--- src/spc_pkg.sv ---
/*
 Constants shared by the serial pin and baud configuration block.
 Assumes a single core clock domain.
*/
package spc_pkg;
   localparam logic [7:0] SPC_OFS_CTRL2 = 8'h01;
   localparam logic [7:0] SPC_OFS_BAUD = 8'h02;
   localparam logic [7:0] SPC_OFS_STATUS = 8'h03;
   localparam logic [7:0] SPC_OFS_MODE = 8'h04;
   localparam int SPC_POS_FAULT_EN = 4;
   localparam int SPC_POS_SHARED_OE = 3;
   localparam int SPC_POS_HALT_WAIT = 1;
   localparam int SPC_POS_SINGLE_WIRE = 0;
   localparam int SPC_POS_MASTER = 0;
   localparam logic [7:0] SPC_CTRL2_RESET = 8'h00;
   localparam logic [7:0] SPC_BAUD_RESET = 8'h00;
   localparam logic [7:0] SPC_MODE_RESET = 8'h00;
   localparam logic [7:0] SPC_CTRL2_MASK = 8'h1B;
   localparam logic [7:0] SPC_BAUD_MASK = 8'h77;
endpackage

--- src/spc_top.sv ---
/*
 Serial pin routing and two-stage baud generator with register port.
 Assumes a register master on core_clk and raw pins from outside.
*/
// The plain strobed port and the register offsets were left to the implementer.
`timescale 1ns/100ps
// Behaviour
// - Slave mode ignores fault enable; select pin is always select input
// - Master with fault enable 0 releases select pin to general I/O
// - Master with fault enable 1 uses select pin as fault input or output
// - Single-wire bit 0 uses two data pins; 1 uses one shared pin
// - Single wire: master uses master-out pin, slave uses master-in pin
// - Shared output enable ignored when single-wire bit is 0
// - Single wire: output enable 0 makes pin input, 1 drives it
// - Halt-in-wait set stops clocks in wait; clear keeps them running
// - Prescaler divides bus clock by one of eight, field bits 6:4
// - Second stage divides prescaler output; field bits 2:0; bit clock
// - Baud register readable and writable at any time
module spc_top
   import spc_pkg::*;
(
   input wire logic core_clk,
   input wire logic arst_n,
   input wire logic [7:0] reg_addr,
   input wire logic [7:0] reg_wdata,
   input wire logic reg_wr,
   input wire logic reg_rd,
   output logic [7:0] reg_rdata,
   input wire logic cpu_wait,
   input wire logic select_in,
   output logic select_out,
   output logic select_oe_n,
   output logic select_owned,
   output logic fault_detect,
   input wire logic xfer_busy,
   input wire logic master_shared_data_pin_in,
   output logic master_shared_data_pin_out,
   output logic master_shared_data_pin_oe_n,
   input wire logic slave_shared_data_pin_in,
   output logic slave_shared_data_pin_out,
   output logic slave_shared_data_pin_oe_n,
   input wire logic tx_bit,
   output logic rx_bit,
   input wire logic [7:0] in_data,
   input wire logic in_valid,
   output logic in_ready,
   output logic [7:0] out_data,
   output logic out_valid,
   input wire logic out_ready,
   output logic bit_clk_tick,
   output logic clk_run
);
   typedef enum logic [1:0] {
      SPC_RUN_T = 2'b01,
      SPC_HALT_T = 2'b10
   } spc_state_t;

   logic [7:0] serial_control_two;
   logic [7:0] serial_baud_select;
   logic [7:0] mode_reg;
   logic [2:0] sel_sync;
   logic [2:0] mo_sync;
   logic [2:0] si_sync;
   logic sel_level;
   logic mo_level;
   logic si_level;
   logic fault_seen;
   logic [2:0] pre_cnt;
   logic [7:0] div_cnt;
   logic pre_tick;
   logic tick_q;
   spc_state_t state;
   spc_state_t next_state;
   logic [7:0] buf_data [0:1];
   logic [1:0] buf_cnt;
   logic buf_wp;
   logic buf_rp;

   function automatic logic [8:0] spc_rate_div(input logic [2:0] f);
      logic [3:0] sh;
      sh = {1'b0, f} + 4'h1;
      spc_rate_div = 9'h001 << sh;
   endfunction

   function automatic logic agree(input logic [2:0] s, input logic cur);
      agree = (s[1] == s[2]) ? s[2] : cur;
   endfunction

   wire master_select = mode_reg[SPC_POS_MASTER];
   wire fault_detect_enable = serial_control_two[SPC_POS_FAULT_EN];
   wire shared_pin_output_enable = serial_control_two[SPC_POS_SHARED_OE];
   wire halt_in_wait = serial_control_two[SPC_POS_HALT_WAIT];
   wire single_wire_select = serial_control_two[SPC_POS_SINGLE_WIRE];
   wire [2:0] baud_prescale_field = serial_baud_select[6:4];
   wire [2:0] baud_divide_field = serial_baud_select[2:0];
   wire wr_ctrl2 = reg_wr && (reg_addr == SPC_OFS_CTRL2);
   wire wr_baud = reg_wr && (reg_addr == SPC_OFS_BAUD);
   wire wr_mode = reg_wr && (reg_addr == SPC_OFS_MODE);
   wire sel_drive = master_select && fault_detect_enable && xfer_busy;
   wire drive_shared = single_wire_select && shared_pin_output_enable;
   wire pre_last = pre_cnt == baud_prescale_field;
   wire div_last = {1'b0, div_cnt} ==
      (spc_rate_div(baud_divide_field) - 9'h001);
   wire [7:0] rd_mux = (reg_addr == SPC_OFS_CTRL2) ? serial_control_two :
      (reg_addr == SPC_OFS_BAUD) ? serial_baud_select :
      (reg_addr == SPC_OFS_MODE) ? mode_reg :
      (reg_addr == SPC_OFS_STATUS) ?
         {5'h00, clk_run, fault_seen, sel_level} : 8'h00;
   wire push = in_valid && in_ready;
   wire pop = out_valid && out_ready;

   always_ff @(posedge core_clk or negedge arst_n) begin
      if (!arst_n) begin
         serial_control_two <= SPC_CTRL2_RESET;
         serial_baud_select <= SPC_BAUD_RESET;
         mode_reg <= SPC_MODE_RESET;
         reg_rdata <= 8'h00;
      end else begin
         if (wr_ctrl2) serial_control_two <= reg_wdata & SPC_CTRL2_MASK;
         if (wr_baud) serial_baud_select <= reg_wdata & SPC_BAUD_MASK;
         if (wr_mode) mode_reg <= reg_wdata & 8'h01;
         reg_rdata <= reg_rd ? rd_mux : 8'h00;
      end
   end

   always_ff @(posedge core_clk or negedge arst_n) begin
      if (!arst_n) begin
         sel_sync <= 3'h7;
         mo_sync <= 3'h0;
         si_sync <= 3'h0;
         sel_level <= 1'b1;
         mo_level <= 1'b0;
         si_level <= 1'b0;
      end else begin
         sel_sync <= {sel_sync[1:0], select_in};
         mo_sync <= {mo_sync[1:0], master_shared_data_pin_in};
         si_sync <= {si_sync[1:0], slave_shared_data_pin_in};
         sel_level <= agree(sel_sync, sel_level);
         mo_level <= agree(mo_sync, mo_level);
         si_level <= agree(si_sync, si_level);
      end
   end

   // Select pin ownership
   assign select_owned = !master_select || fault_detect_enable;
   assign select_out = 1'b0;
   assign select_oe_n = !sel_drive;
   wire fault_now = master_select && fault_detect_enable && !xfer_busy &&
      !sel_level;
   assign fault_detect = fault_seen;

   always_ff @(posedge core_clk or negedge arst_n) begin
      if (!arst_n) fault_seen <= 1'b0;
      else if (fault_now) fault_seen <= 1'b1;
      else if (wr_mode) fault_seen <= 1'b0;
   end

   // Data pin routing
   assign master_shared_data_pin_out = tx_bit;
   assign slave_shared_data_pin_out = tx_bit;
   assign master_shared_data_pin_oe_n = single_wire_select ?
      !(master_select && drive_shared) : !master_select;
   assign slave_shared_data_pin_oe_n = single_wire_select ?
      !(!master_select && drive_shared) : master_select;
   assign rx_bit = single_wire_select ?
      (master_select ? mo_level : si_level) :
      (master_select ? si_level : mo_level);

   // Wait-mode clock gating
   always_comb begin
      next_state = state;
      case (state)
         SPC_RUN_T: if (cpu_wait && halt_in_wait) next_state = SPC_HALT_T;
         SPC_HALT_T: if (!(cpu_wait && halt_in_wait)) next_state = SPC_RUN_T;
         default: next_state = SPC_RUN_T;
      endcase
   end
   assign clk_run = state == SPC_RUN_T;

   always_ff @(posedge core_clk or negedge arst_n) begin
      if (!arst_n) state <= SPC_RUN_T;
      else state <= next_state;
   end

   // Baud prescaler and divider
   always_ff @(posedge core_clk or negedge arst_n) begin
      if (!arst_n) begin
         pre_cnt <= 3'h0;
         pre_tick <= 1'b0;
      end else if (!clk_run || wr_baud) begin
         pre_cnt <= 3'h0;
         pre_tick <= 1'b0;
      end else begin
         pre_tick <= pre_last;
         pre_cnt <= pre_last ? 3'h0 : pre_cnt + 3'h1;
      end
   end

   always_ff @(posedge core_clk or negedge arst_n) begin
      if (!arst_n) begin
         div_cnt <= 8'h00;
         tick_q <= 1'b0;
      end else if (!clk_run || wr_baud) begin
         div_cnt <= 8'h00;
         tick_q <= 1'b0;
      end else begin
         tick_q <= pre_tick && div_last && master_select;
         if (pre_tick) div_cnt <= div_last ? 8'h00 : div_cnt + 8'h01;
      end
   end
   assign bit_clk_tick = tick_q;

   // Two-entry data buffer
   assign in_ready = buf_cnt != 2'h2;
   assign out_valid = buf_cnt != 2'h0;
   assign out_data = buf_data[buf_rp];

   always_ff @(posedge core_clk or negedge arst_n) begin
      if (!arst_n) begin
         buf_cnt <= 2'h0;
         buf_wp <= 1'b0;
         buf_rp <= 1'b0;
         buf_data[0] <= 8'h00;
         buf_data[1] <= 8'h00;
      end else begin
         if (push) begin
            buf_data[buf_wp] <= in_data;
            buf_wp <= !buf_wp;
         end
         if (pop) buf_rp <= !buf_rp;
         buf_cnt <= buf_cnt + {1'b0, push} - {1'b0, pop};
      end
   end

   // Checks
   chk_slave_select_free: assert property (@(posedge core_clk)
      disable iff (!arst_n) !master_select |-> select_oe_n && select_owned)
      else $error("select pin driven in slave mode");
   chk_fault_slave: assert property (@(posedge core_clk)
      disable iff (!arst_n) !master_select && !fault_detect |=> !fault_detect)
      else $error("mode fault raised in slave mode");
   chk_release_gpio: assert property (@(posedge core_clk)
      disable iff (!arst_n) master_select && !fault_detect_enable |->
      !select_owned && select_oe_n)
      else $error("select pin held without fault enable");
   chk_fault_latch: assert property (@(posedge core_clk)
      disable iff (!arst_n) fault_now |=> fault_detect)
      else $error("mode fault not latched");
   chk_fault_clear: assert property (@(posedge core_clk)
      disable iff (!arst_n) wr_mode && !fault_now |=> !fault_detect)
      else $error("mode fault not cleared");
   chk_select_drive: assert property (@(posedge core_clk)
      disable iff (!arst_n) master_select && fault_detect_enable && xfer_busy
      |-> !select_oe_n)
      else $error("select output not driven in transfer");
   chk_two_pin_mode: assert property (@(posedge core_clk)
      disable iff (!arst_n) !single_wire_select |->
      master_shared_data_pin_oe_n != slave_shared_data_pin_oe_n)
      else $error("two-pin mode drives wrong pins");
   chk_slave_shared_pin: assert property (@(posedge core_clk)
      disable iff (!arst_n) single_wire_select && !master_select |->
      master_shared_data_pin_oe_n)
      else $error("slave drives master-out pin");
   chk_master_shared_pin: assert property (@(posedge core_clk)
      disable iff (!arst_n) single_wire_select && shared_pin_output_enable &&
      master_select |-> !master_shared_data_pin_oe_n &&
      slave_shared_data_pin_oe_n)
      else $error("master shared pin not driven");
   chk_slave_shared_drive: assert property (@(posedge core_clk)
      disable iff (!arst_n) single_wire_select && shared_pin_output_enable &&
      !master_select |-> !slave_shared_data_pin_oe_n)
      else $error("slave shared pin not driven");
   chk_shared_dir: assert property (@(posedge core_clk)
      disable iff (!arst_n) single_wire_select && !shared_pin_output_enable
      |-> master_shared_data_pin_oe_n && slave_shared_data_pin_oe_n)
      else $error("shared pin driven while input");
   chk_wait_halt: assert property (@(posedge core_clk)
      disable iff (!arst_n) cpu_wait && halt_in_wait |=> !clk_run ##1
      !bit_clk_tick)
      else $error("clocks run in wait");
   chk_keep_running: assert property (@(posedge core_clk)
      disable iff (!arst_n) clk_run && !(cpu_wait && halt_in_wait) |=>
      clk_run)
      else $error("clocks stopped without halt request");
   chk_halt_prescale: assert property (@(posedge core_clk)
      disable iff (!arst_n) !clk_run |=> !pre_tick && !bit_clk_tick)
      else $error("baud counters run while halted");
   chk_pre_period: assert property (@(posedge core_clk)
      disable iff (!arst_n) pre_tick && clk_run && !wr_baud &&
      baud_prescale_field == 3'h1 ##1 !wr_baud && clk_run |=>
      pre_tick)
      else $error("prescale period wrong");
   chk_tick_master: assert property (@(posedge core_clk)
      disable iff (!arst_n) bit_clk_tick |-> $past(master_select))
      else $error("bit clock outside master mode");
   chk_tick_gap: assert property (@(posedge core_clk)
      disable iff (!arst_n) bit_clk_tick |=> !bit_clk_tick)
      else $error("bit clock pulse too long");
   chk_baud_write: assert property (@(posedge core_clk)
      disable iff (!arst_n) wr_baud |=>
      serial_baud_select == ($past(reg_wdata) & SPC_BAUD_MASK))
      else $error("baud write lost");
   chk_rdata_idle: assert property (@(posedge core_clk)
      disable iff (!arst_n) !reg_rd |=> reg_rdata == 8'h00)
      else $error("read data outside read cycle");
   chk_buf_hold: assert property (@(posedge core_clk)
      disable iff (!arst_n) out_valid && !out_ready |=>
      out_valid && $stable(out_data))
      else $error("buffered word lost while stalled");
   cov_bit_tick: cover property (@(posedge core_clk) bit_clk_tick);
   cov_fault: cover property (@(posedge core_clk) fault_now);
   cov_buf_full: cover property (@(posedge core_clk) !in_ready);
   cov_halt: cover property (@(posedge core_clk) !clk_run);
   cov_shared_drive: cover property (@(posedge core_clk)
      single_wire_select && shared_pin_output_enable);
endmodule

--- config.mk ---
export PLATFORM = sky130hd
export DESIGN_NAME = spc_top
export DESIGN_NICKNAME = d
export VERILOG_FILES = /design/src/spc_pkg.sv /design/src/spc_top.sv
export SDC_FILE = /design/constraint.sdc
export NUM_CORES = 1
export LEC_CHECK = 0
export ABC_AREA = 1
export BUFFER_PORTS_ARGS = -buffer_cell sky130_fd_sc_hd__buf_4
export CORE_MARGIN = 2
export CORE_UTILIZATION = 50
export DETAILED_ROUTE_END_ITERATION = 6
export PLACE_DENSITY_LB_ADDON = 0.05
export SLEW_MARGIN = 20
export SYNTH_ARGS = -nofsm -noshare
export SYNTH_HDL_FRONTEND = slang
export SYNTH_SLANG_ARGS = --single-unit
--- constraint.sdc ---
create_clock -name core_clk -period 4.8 [get_ports core_clk]
set_input_delay 0 -clock core_clk [delete_from_list [all_inputs] [get_ports core_clk]]
set_output_delay 0 -clock core_clk [all_outputs]
set_load 0.1 [all_outputs]
## Yosys cells after proc, flatten, opt, wreduce, memory -nomap -nowiden

Cells that the tools add are included.
Widths: inputs -> output; s select.

| word-level totals | value |
|---|---|
| register bits after elaboration | 66 |
| input port bits | 36 |
| output and inout bits | 29 |
| logic and storage cells | 106 |

| cells by class | value |
|---|---|
| add/sub/neg operators | 6 |
| order comparisons | 3 |
| equality and inequality tests | 14 |
| shift-type cells | 1 |
| muxes and demuxes | 28 |
| bitwise operators | 2 |
| reduce and logical (&&, ||, !) cells | 31 |

Operator list:

| kind | count |
|---|---|
| $mux 8 | 7 |
| $mux 7 | 3 |
| $bwmux 16 | 1 |
| $eq 8x2->1 const B | 2 |
| $logic_and 1x1->1 | 16 |
| $mux 3 | 4 |
| $eq 8x9->1 | 1 |
| $logic_not 1->1 | 9 |
| $mux 1 | 9 |
| $shl 1x4->9 const A | 1 |
| $sub 9x1->9 const B | 1 |
| $add 8x1->8 const B | 1 |
| $demux 8 s1 | 1 |
| $eq 8x1->1 const B | 1 |
| $eq 8x3->1 const B | 1 |
| $reduce_bool 2->1 | 3 |
| $add 3x1->4 const B | 1 |
| $ge 2x2->1 const B | 2 |
| $mux 2 | 2 |
| $ne 2x2->1 const B | 2 |
| $not 1->2 | 2 |
| $pmux 2 s2 | 1 |
| $add 3x1->3 const B | 1 |
| $eq 1x1->1 | 3 |
| other kinds (9) | 10 |

## Depth between registers and ports, before layout

Gate-level depths: netlist of run 1.

| logic depth | value |
|---|---|
| depth in word-level cells | 7 |
| gate-level depth with buffers | 15 |

## Worst setup path before layout of run 1

No wires, ideal clock.

| path | value |
|---|---|
| kind | register to output |
| start point | register buf_rp |
| end point | output port out_data[5] |
| arrival | 2.724 ns |
| setup slack | 2.076 ns |
| cell stages (with the launch flop) | 4 |
| path buffers | 1 |
| path through | dfrtp_1 -> inv_1 -> clkbuf_1 -> o21ai_0 |

| on the way | value |
|---|---|
| cells in the longest elaborated chain, start to end | 4 |

Ends and longest elaborated chain:

| item | RTL line | text |
|---|---|---|
| start, declared | spc_top.sv:77 | `logic buf_rp;` |
| start signal, assigned | spc_top.sv:230 | `if (pop) buf_rp <= !buf_rp;` |
| $not 1->2 (not written as such) | spc_top.sv:216 | `assign out_data = buf_data[buf_rp];` |
| $mux 8 (not written as such) (3 in series) | spc_top.sv:216 |  |
| end, declared | spc_top.sv:47 | `output logic [7:0] out_data,` |

Every way passes these cells. The select of a mux whose other input is x is not followed.

## Final worst setup path of run 1

| path | value |
|---|---|
| start point | register serial_baud_select[2] |
| end point | register div_cnt[2] |

| on the way | value |
|---|---|
| cells in the longest elaborated chain, start to end | 7 |

Ends and longest elaborated chain:

| item | RTL line | text |
|---|---|---|
| start, declared | spc_top.sv:59 | `logic [7:0] serial_baud_select;` |
| start signal, assigned | spc_top.sv:120 | `if (wr_baud) serial_baud_select <= reg_wdata & SPC_BAUD_MASK;` |
| $add 3x1->4 | spc_top.sv:81 | `sh = {1'b0, f} + 4'h1;` |
| $shl 1x4->9 | spc_top.sv:82 | `spc_rate_div = 9'h001 << sh;` |
| $sub 9x1->9 | spc_top.sv:103 | `(spc_rate_div(baud_divide_field) - 9'h001);` |
| $eq 8x9->1 | spc_top.sv:102 | `wire div_last = {1'b0, div_cnt} ==` |
| $mux 8 (2 in series) | spc_top.sv:208 | `if (pre_tick) div_cnt <= div_last ? 8'h00 : div_cnt + 8'h01;` |
| $mux 8 | spc_top.sv:203 | `end else if (!clk_run \|\| wr_baud) begin` |
| end signal, assigned | spc_top.sv:208 |  |
| end, declared | spc_top.sv:69 | `logic [7:0] div_cnt;` |

Every way passes these cells. The select of a mux whose other input is x is not followed.
A chain may end at the register's enable or synchronous reset.

==> summary.md, run 1 <==
| Metric | Value |
|---|---|
| Status | `complete, no violations` |
| Global-route wire length before repair | `11.4 mm` |
| Maximum VDD drop | `662 uV` |
| Via count | `2557` |
| Synth area leaders | `dfrtp_1, nand2_1, o21ai_0` |
| Max Cap Violations | `0` |
| Power share of the sequential group | `0.340` |
| Dominant synthesized flop cell | `dfrtp_1` |
| PnR Total Power | `0.00226 W` |
| DR pass1 iterations | `4` |
| RSZ-0062 raised after global routing | `no` |
| Input/output buffers | `58` |
| Yosys reg bits | `66` |
| Synth Warn # | `0` |
| Layout cells sized above 1 | `0.238` |
| Die H | `83.4 um` |
| I/O pin count | `65` |
| Clock transition at path regs | `0.08 ns` |
| Num rows | `28` |
| Max Clk Rate | `481 MHz` |
| H-tree depth | `3` |
| GP Congestion | `0.812` |
| Cell taking the most area after synthesis | `dfrtp_1` |
| Initial DRC count | `125` |
| Antenna violations before repair | `0` |
| CTS buffer count | `9` |
| Hold Crit Depth | `0` |
| Synthesized cell area | `3160 sq um` |
| Worst Tran Pin Value | `0.916 ns` |
| Max-slew violations | `0` |
| P_leak | `2.00 nW` |
| Mapped Cells | `359` |
| Number of fill cells in the layout | `484` |
| Initial Util | `0.524` |
| Clock power share | `0.216` |
| Kind of critical path | `reg -> reg` |
| Wire length per cell | `12.3 um` |
| Post-DP HPWL | `4.38 mm` |
| Relative max-transition margin | `0.387` |
| Post-route cell area | `4090 sq um` |
| Antenna fix cells | `0` |
| Switching pwr | `0.00105 W` |
| R2R Path End | `div_cnt[2]` |
| Largest net degree at the start of global routing | `67` |
| Path depth of the worst reg2reg path | `14` |
| Reg2reg start | `serial_baud_select[2]` |
| Clock sinks | `66` |
| # DRC | `0` |
| Setup tns final | `0 ns` |
| Placed cell area | `3620 sq um` |
| Most common cell after layout, fill and taps aside | `nand2_1` |
| Share of power burned in combinational logic | `0.444` |
| Worst skew pair latency | `0.34 ns` |
| Synth unique cells | `34` |
| Ratio of final minimum period to clock period | `0.433` |
| Die Wd | `83.4 um` |
| Vias per inst | `4.87` |
| Crit path required time | `5.04 ns` |
| ANT nets after route | `0` |
| Root Buffer | `clkbuf_8` |
| Hold Path End | `slave_shared_data_pin_out` |
| Total gr overflow | `0` |
| Sw frac | `0.464` |
| R2R Setup Slk | `2.72 ns` |
| Cell Pwr Density | `551 nW/um^2` |
| Bufs on Longest Clock Path | `2` |
| Reg with most FFs | `buf_data` |
| Asr flop ratio synth | `1.00` |
| CP max FO | `8` |
| Sequential share of the synthesized area | `0.525` |
| Worst hold path class | `in -> out` |
| CTS tree | `built` |
| Syn Area/Cell | `8.79 sq um` |
| Setup bufs post-CTS | `0` |
| Sequential cell area | `1660 sq um` |
| Total wire length | `6.44 mm` |
| Final setup vio count | `0` |
| Post-synth EDFFs | `0` |
| Core footprint | `6030 sq um` |
| Critical Path Source Type | `flip-flop` |
| All-Layer GR Usage | `0.203` |
| Vias in the first global route | `2569` |
| Full die area | `6960 sq um` |
| Area of the multi-input gates | `1280 sq um` |
| Area Growth Syn to Fin | `29.7%` |
| Final min period | `2.08 ns` |
| CP arrival | `2.32 ns` |
| Top cell type's share of synthesized area | `0.484` |
| Worst Setup End Kind | `flip-flop` |
| Clock Skew | `0.00434 ns` |
| Most frequent cells in the layout | `nand2_1, dfrtp_1, buf_4` |
| Hold Crit Start | `tx_bit` |
| Endpoints failing hold | `0` |
| Flip-flop count of the largest register after layout | `16` |
| Internal power | `0.00121 W` |
| Net count, final | `486` |
| Largest registers | `buf_data (16), div_cnt (8), reg_rdata (7)` |
through the flow:
step	setup slack, ns	hold WS (ns)	std cells	utilization
after global placement	2.78	0.00181	483	0.601
after detailed placement	2.70	0.00181	483	0.601
final	2.72	0.0000674	525	0.679
after floorplan	2.08	-0.296	360	-
after CTS	2.69	0.00181	525	0.679
after global routing	2.48	0.000247	525	0.679
layout make-up:
cell class,count,area share
repair buffers,84,0.170
clock inverters,7,0.0211
well taps,75,0.0229
clock buffers,9,0.0303
inverters,42,0.0385
multi-input cells,242,0.312
flip-flops and latches,66,0.405
synthesized netlist by cell type (2+ instances only):
master and number:
a21oi_1 2, buf_4 7, clkbuf_1 2, conb_1 2, dfrtp_1 61, dfstp_2 5
ha_1 5, inv_1 35, inv_2 7, maj3_1 3, mux2_2 9, nand2_1 92
nand2_2 2, nand3_1 20, nand4_1 7, nor2_1 31, nor2_2 4, nor3_1 6
o21ai_0 30, o21ai_1 2, or2_2 2, xnor2_1 8, xor2_1 6
power groups by stage:
stage | combinational, W | sequential (W) | clock (W)
after floorplan | 0.000806 | 0.000754 | 0
after global placement | 0.000972 | 0.000770 | 0
after detailed placement | 0.000991 | 0.000777 | 0
after CTS | 0.00101 | 0.000767 | 0.000501
after global routing | 0.00108 | 0.000784 | 0.000525
final | 0.00100 | 0.000767 | 0.000487
worst max-delay path by stage:
stage | from | endpoint | slack, ns | cells past startpoint
6_report | serial_baud_select[2] | div_cnt[2] | 2.72 | 14
5_1_grt | serial_baud_select[2] | div_cnt[2] | 2.48 | 14
4_1_cts | serial_baud_select[2] | div_cnt[4] | 2.69 | 14
3_5_place_dp | serial_baud_select[2] | div_cnt[2] | 2.70 | 14
3_3_place_gp | serial_baud_select[2] | div_cnt[3] | 2.78 | 14
2_1_floorplan | buf_rp | out_data[5] | 2.08 | 3
worst max-delay path: stages (launching register included):
cell and delay (ns):
dfrtp_1 0.58, inv_2 0.14, nand2_1 0.10, ha_1 0.30, inv_2 0.09, nand2_1 0.08, nand2_1 0.05, nand2_1 0.06
nand2_1 0.05, nor2_1 0.09, nand3_1 0.09, nor2_2 0.13, nand2_4 0.10, nand2_1 0.07, nand2_1 0.04
per-layer routing:
metal  up-vias  part of all wire  GRT usage
met5         -                 0          0
met2        65              0.49      0.334
met3         8             0.046     0.0427
met1      1176              0.45      0.256
li1       1308                 -          -
met4         0             0.017     0.0938
cell families after synthesis:
group           synth area share
compound gates            0.0666
xor+xnor                  0.0389
fa+ha+maj                 0.0293
buf+inv                   0.0706
flops                      0.525
mux                       0.0321
other cells              0.00238
simple gates               0.235
repair_timing:
action                     CTS  global route
hold endpoints to repair   102             0
gates resized for setup      0             0
setup endpoints to repair    0             0
hold buffers                26             0
Power figures use the tool's default switching activity.
==> run 2, diff against run 1 <==
--- a/config.mk
+++ b/config.mk
@@ -8,7 +8,7 @@
 export ABC_AREA = 1
 export BUFFER_PORTS_ARGS = -buffer_cell sky130_fd_sc_hd__buf_4
 export CORE_MARGIN = 2
-export CORE_UTILIZATION = 50
+export CORE_UTILIZATION = 49
 export DETAILED_ROUTE_END_ITERATION = 6
 export PLACE_DENSITY_LB_ADDON = 0.05
 export SLEW_MARGIN = 20
==> constraint.sdc (replaced) <==
create_clock -name core_clk -period 1.88 [get_ports core_clk]
set_input_delay 0 -clock core_clk [delete_from_list [all_inputs] [get_ports core_clk]]
set_output_delay 0 -clock core_clk [all_outputs]
set_load 0.1 [all_outputs]
==> summary.md, run 2 (same netlist as run 1, synthesis figures left out) <==
| Metric | Value |
|---|---|
| Clock transition at path regs | `0.08 ns` |
| Root Buffer | `clkbuf_8` |
| Power share of the sequential group | `0.336` |
| Vias in the first global route | `2517` |
| Antenna violations before repair | `0` |
| Setup tns final | `0 ns` |
| CTS buffer count | `9` |
| Setup crit end | `div_cnt[7]` |
| Clock power share | `0.209` |
| Largest registers | `buf_data (16), div_cnt (8), reg_rdata (7)` |
| Core footprint | `6280 sq um` |
| Initial DRC count | `104` |
| Post-DP HPWL | `4.36 mm` |
| Worst-path cell chain | `nor2_2 -> nand2_2 -> ha_4 -> nand2_2 -> nand2_1 -> nand2_1 -> nand2_1 -> nor2_1 -> nand3_1 -> nor2_2 -> nand2_4 -> nand2_1 -> nand2_1` |
| Worst Hold Slack | `0.000370 ns` |
| Worst hold path class | `in -> out` |
| Post-Route Utilization | `0.670` |
| Sw frac | `0.462` |
| Max Cap Violations | `0` |
| Flip-flop count of the largest register after layout | `16` |
| Total wire length | `6.42 mm` |
| Clock sinks | `66` |
| # DRC | `0` |
| Status | `complete, no violations` |
| P_leak | `2.05 nW` |
| Most common cell after layout, fill and taps aside | `nand2_1` |
| Hold Crit Start | `tx_bit` |
| DR pass1 iterations | `4` |
| Area Growth Syn to Fin | `33.3%` |
| I/O pin count | `65` |
| Critical Path Source Type | `flip-flop` |
| H-tree depth | `3` |
| Reg with most FFs | `buf_data` |
| CP Buf/Inv Count | `0` |
| Reg2reg start | `serial_baud_select[0]` |
| Die H | `84.3 um` |
| Total gr overflow | `0` |
| Cell repeated most along the worst path | `nand2_1` |
| Worst Tran Pin Value | `0.811 ns` |
| Max Clk Rate | `573 MHz` |
| R2R Setup Slk | `0.13 ns` |
| All-Layer GR Usage | `0.195` |
| Setup crit start | `serial_baud_select[0]` |
| Kind of critical path | `reg -> reg` |
| Maximum VDD drop | `1370 uV` |
| Full die area | `7100 sq um` |
| ANT nets after route | `0` |
| Path depth of the worst reg2reg path | `13` |
| Cell Pwr Density | `1380 nW/um^2` |
| Crit path required time | `2.11 ns` |
| Switching pwr | `0.00268 W` |
| Crit. path cell count | `13` |
| Final min period | `1.75 ns` |
| Die Wd | `84.3 um` |
| Global-route wire length before repair | `11.1 mm` |
| Most frequent cells in the layout | `nand2_1, buf_4, dfrtp_1` |
| Input/output buffers | `58` |
| Max-slew violations | `0` |
| Worst skew pair latency | `0.34 ns` |
| Layout cells sized above 1 | `0.283` |
| Antenna fix cells | `0` |
| Final setup vio count | `0` |
| Family with the most delay on the worst path | `simple AND/OR/NAND/NOR gates` |
| Critical path's slowest cell | `dfrtp_1` |
| Largest net degree at the start of global routing | `67` |
| Wire length per cell | `12.0 um` |
| R2R Path End | `div_cnt[7]` |
| Net count, final | `496` |
| Clock Skew | `0.00650 ns` |
| Fin cells | `537` |
| GP Congestion | `0.812` |
| Num rows | `29` |
| Ratio of final minimum period to clock period | `0.929` |
| Share of power burned in combinational logic | `0.455` |
| Worst Setup End Kind | `flip-flop` |
| Bufs on Longest Clock Path | `2` |
| Initial Util | `0.503` |
| Worst path max stage delay | `0.39 ns` |
| CTS tree | `built` |
| RSZ-0062 raised after global routing | `yes` |
| CP arrival | `1.98 ns` |
| CP max FO | `8` |
| Via count | `2596` |
| Vias per inst | `4.83` |
| Placed Cells | `493` |
| Endpoints failing hold | `0` |
| Relative max-transition margin | `0.460` |
| Internal power | `0.00312 W` |
-- run 2: cell count changes in the layout (fill, tap and decap cells not counted), sizes merged --
| cell | delta |
|---|---|
| buf | +11 |
| clkinvlp | +1 |
| dlygate4sd3 | -1 |
| inv | -1 |
-- run 2: timing repair --
item	4_1_cts	5_1_grt
endpoints found under the hold margin	102	0
resized for setup	0	11
endpoints found under the setup margin	0	8
setup buffers	0	3
hold buffers	25	0
-- run 2: how the worst min path moves through the flow --
stage / slack (ns) / end / cells after the start
after CTS: 0.001 / slave_shared_data_pin_out / 0
after global routing: 0.001 / master_shared_data_pin_out / 0
after global placement: 0.001 / slave_shared_data_pin_out / 0
after floorplan: -0.30 / bit_clk_tick / 0
final: 0.0004 / slave_shared_data_pin_out / 0
after detailed placement: 0.001 / slave_shared_data_pin_out / 0
-- run 2: worst register-to-register path, stage by stage (launching register included) --
cell,delay (ns)
dfrtp_1,0.39
nor2_2,0.15
nand2_2,0.09
ha_4,0.19
nand2_2,0.06
nand2_1,0.05
nand2_1,0.06
nand2_1,0.06
nor2_1,0.11
nand3_1,0.09
nor2_2,0.15
nand2_4,0.12
nand2_1,0.08
nand2_1,0.05
-- run 2: layer usage --
layer  part of all wire  wire (um)  global-route usage
met1               0.47       3000               0.243
met3              0.039        253              0.0413
met4              0.011         72              0.0748
met2               0.48       3100               0.333
met5                  0          0                   0
-- run 2: stage by stage --
stage	power [W]	instance area, sq um	setup slack [ns]
after floorplan	0.00401	3170	-0.646
after global placement	0.00450	3700	0.172
after detailed placement	0.00455	3700	0.109
after CTS	0.00583	4150	0.0906
after global routing	0.00613	4210	-0.0341
final	0.00580	4210	0.134
-- run 2: final cells by class --
cell class | count | area (sq um)
clock buffer | 9 | 124
clock inverter | 7 | 76.3
fill | 531 | 2070
inverter | 42 | 158
multi-input combinational | 242 | 1330
sequential | 66 | 1660
tap | 77 | 96.3
timing repair buffer | 94 | 768
-- run 2: power groups by stage --
stage,combinational (W),sequential (W),clock [W]
after floorplan,0.00208,0.00193,0
after global routing,0.00285,0.00199,0.00129
after global placement,0.00254,0.00196,0
final,0.00264,0.00195,0.00121
after detailed placement,0.00258,0.00198,0
after CTS,0.00263,0.00195,0.00124
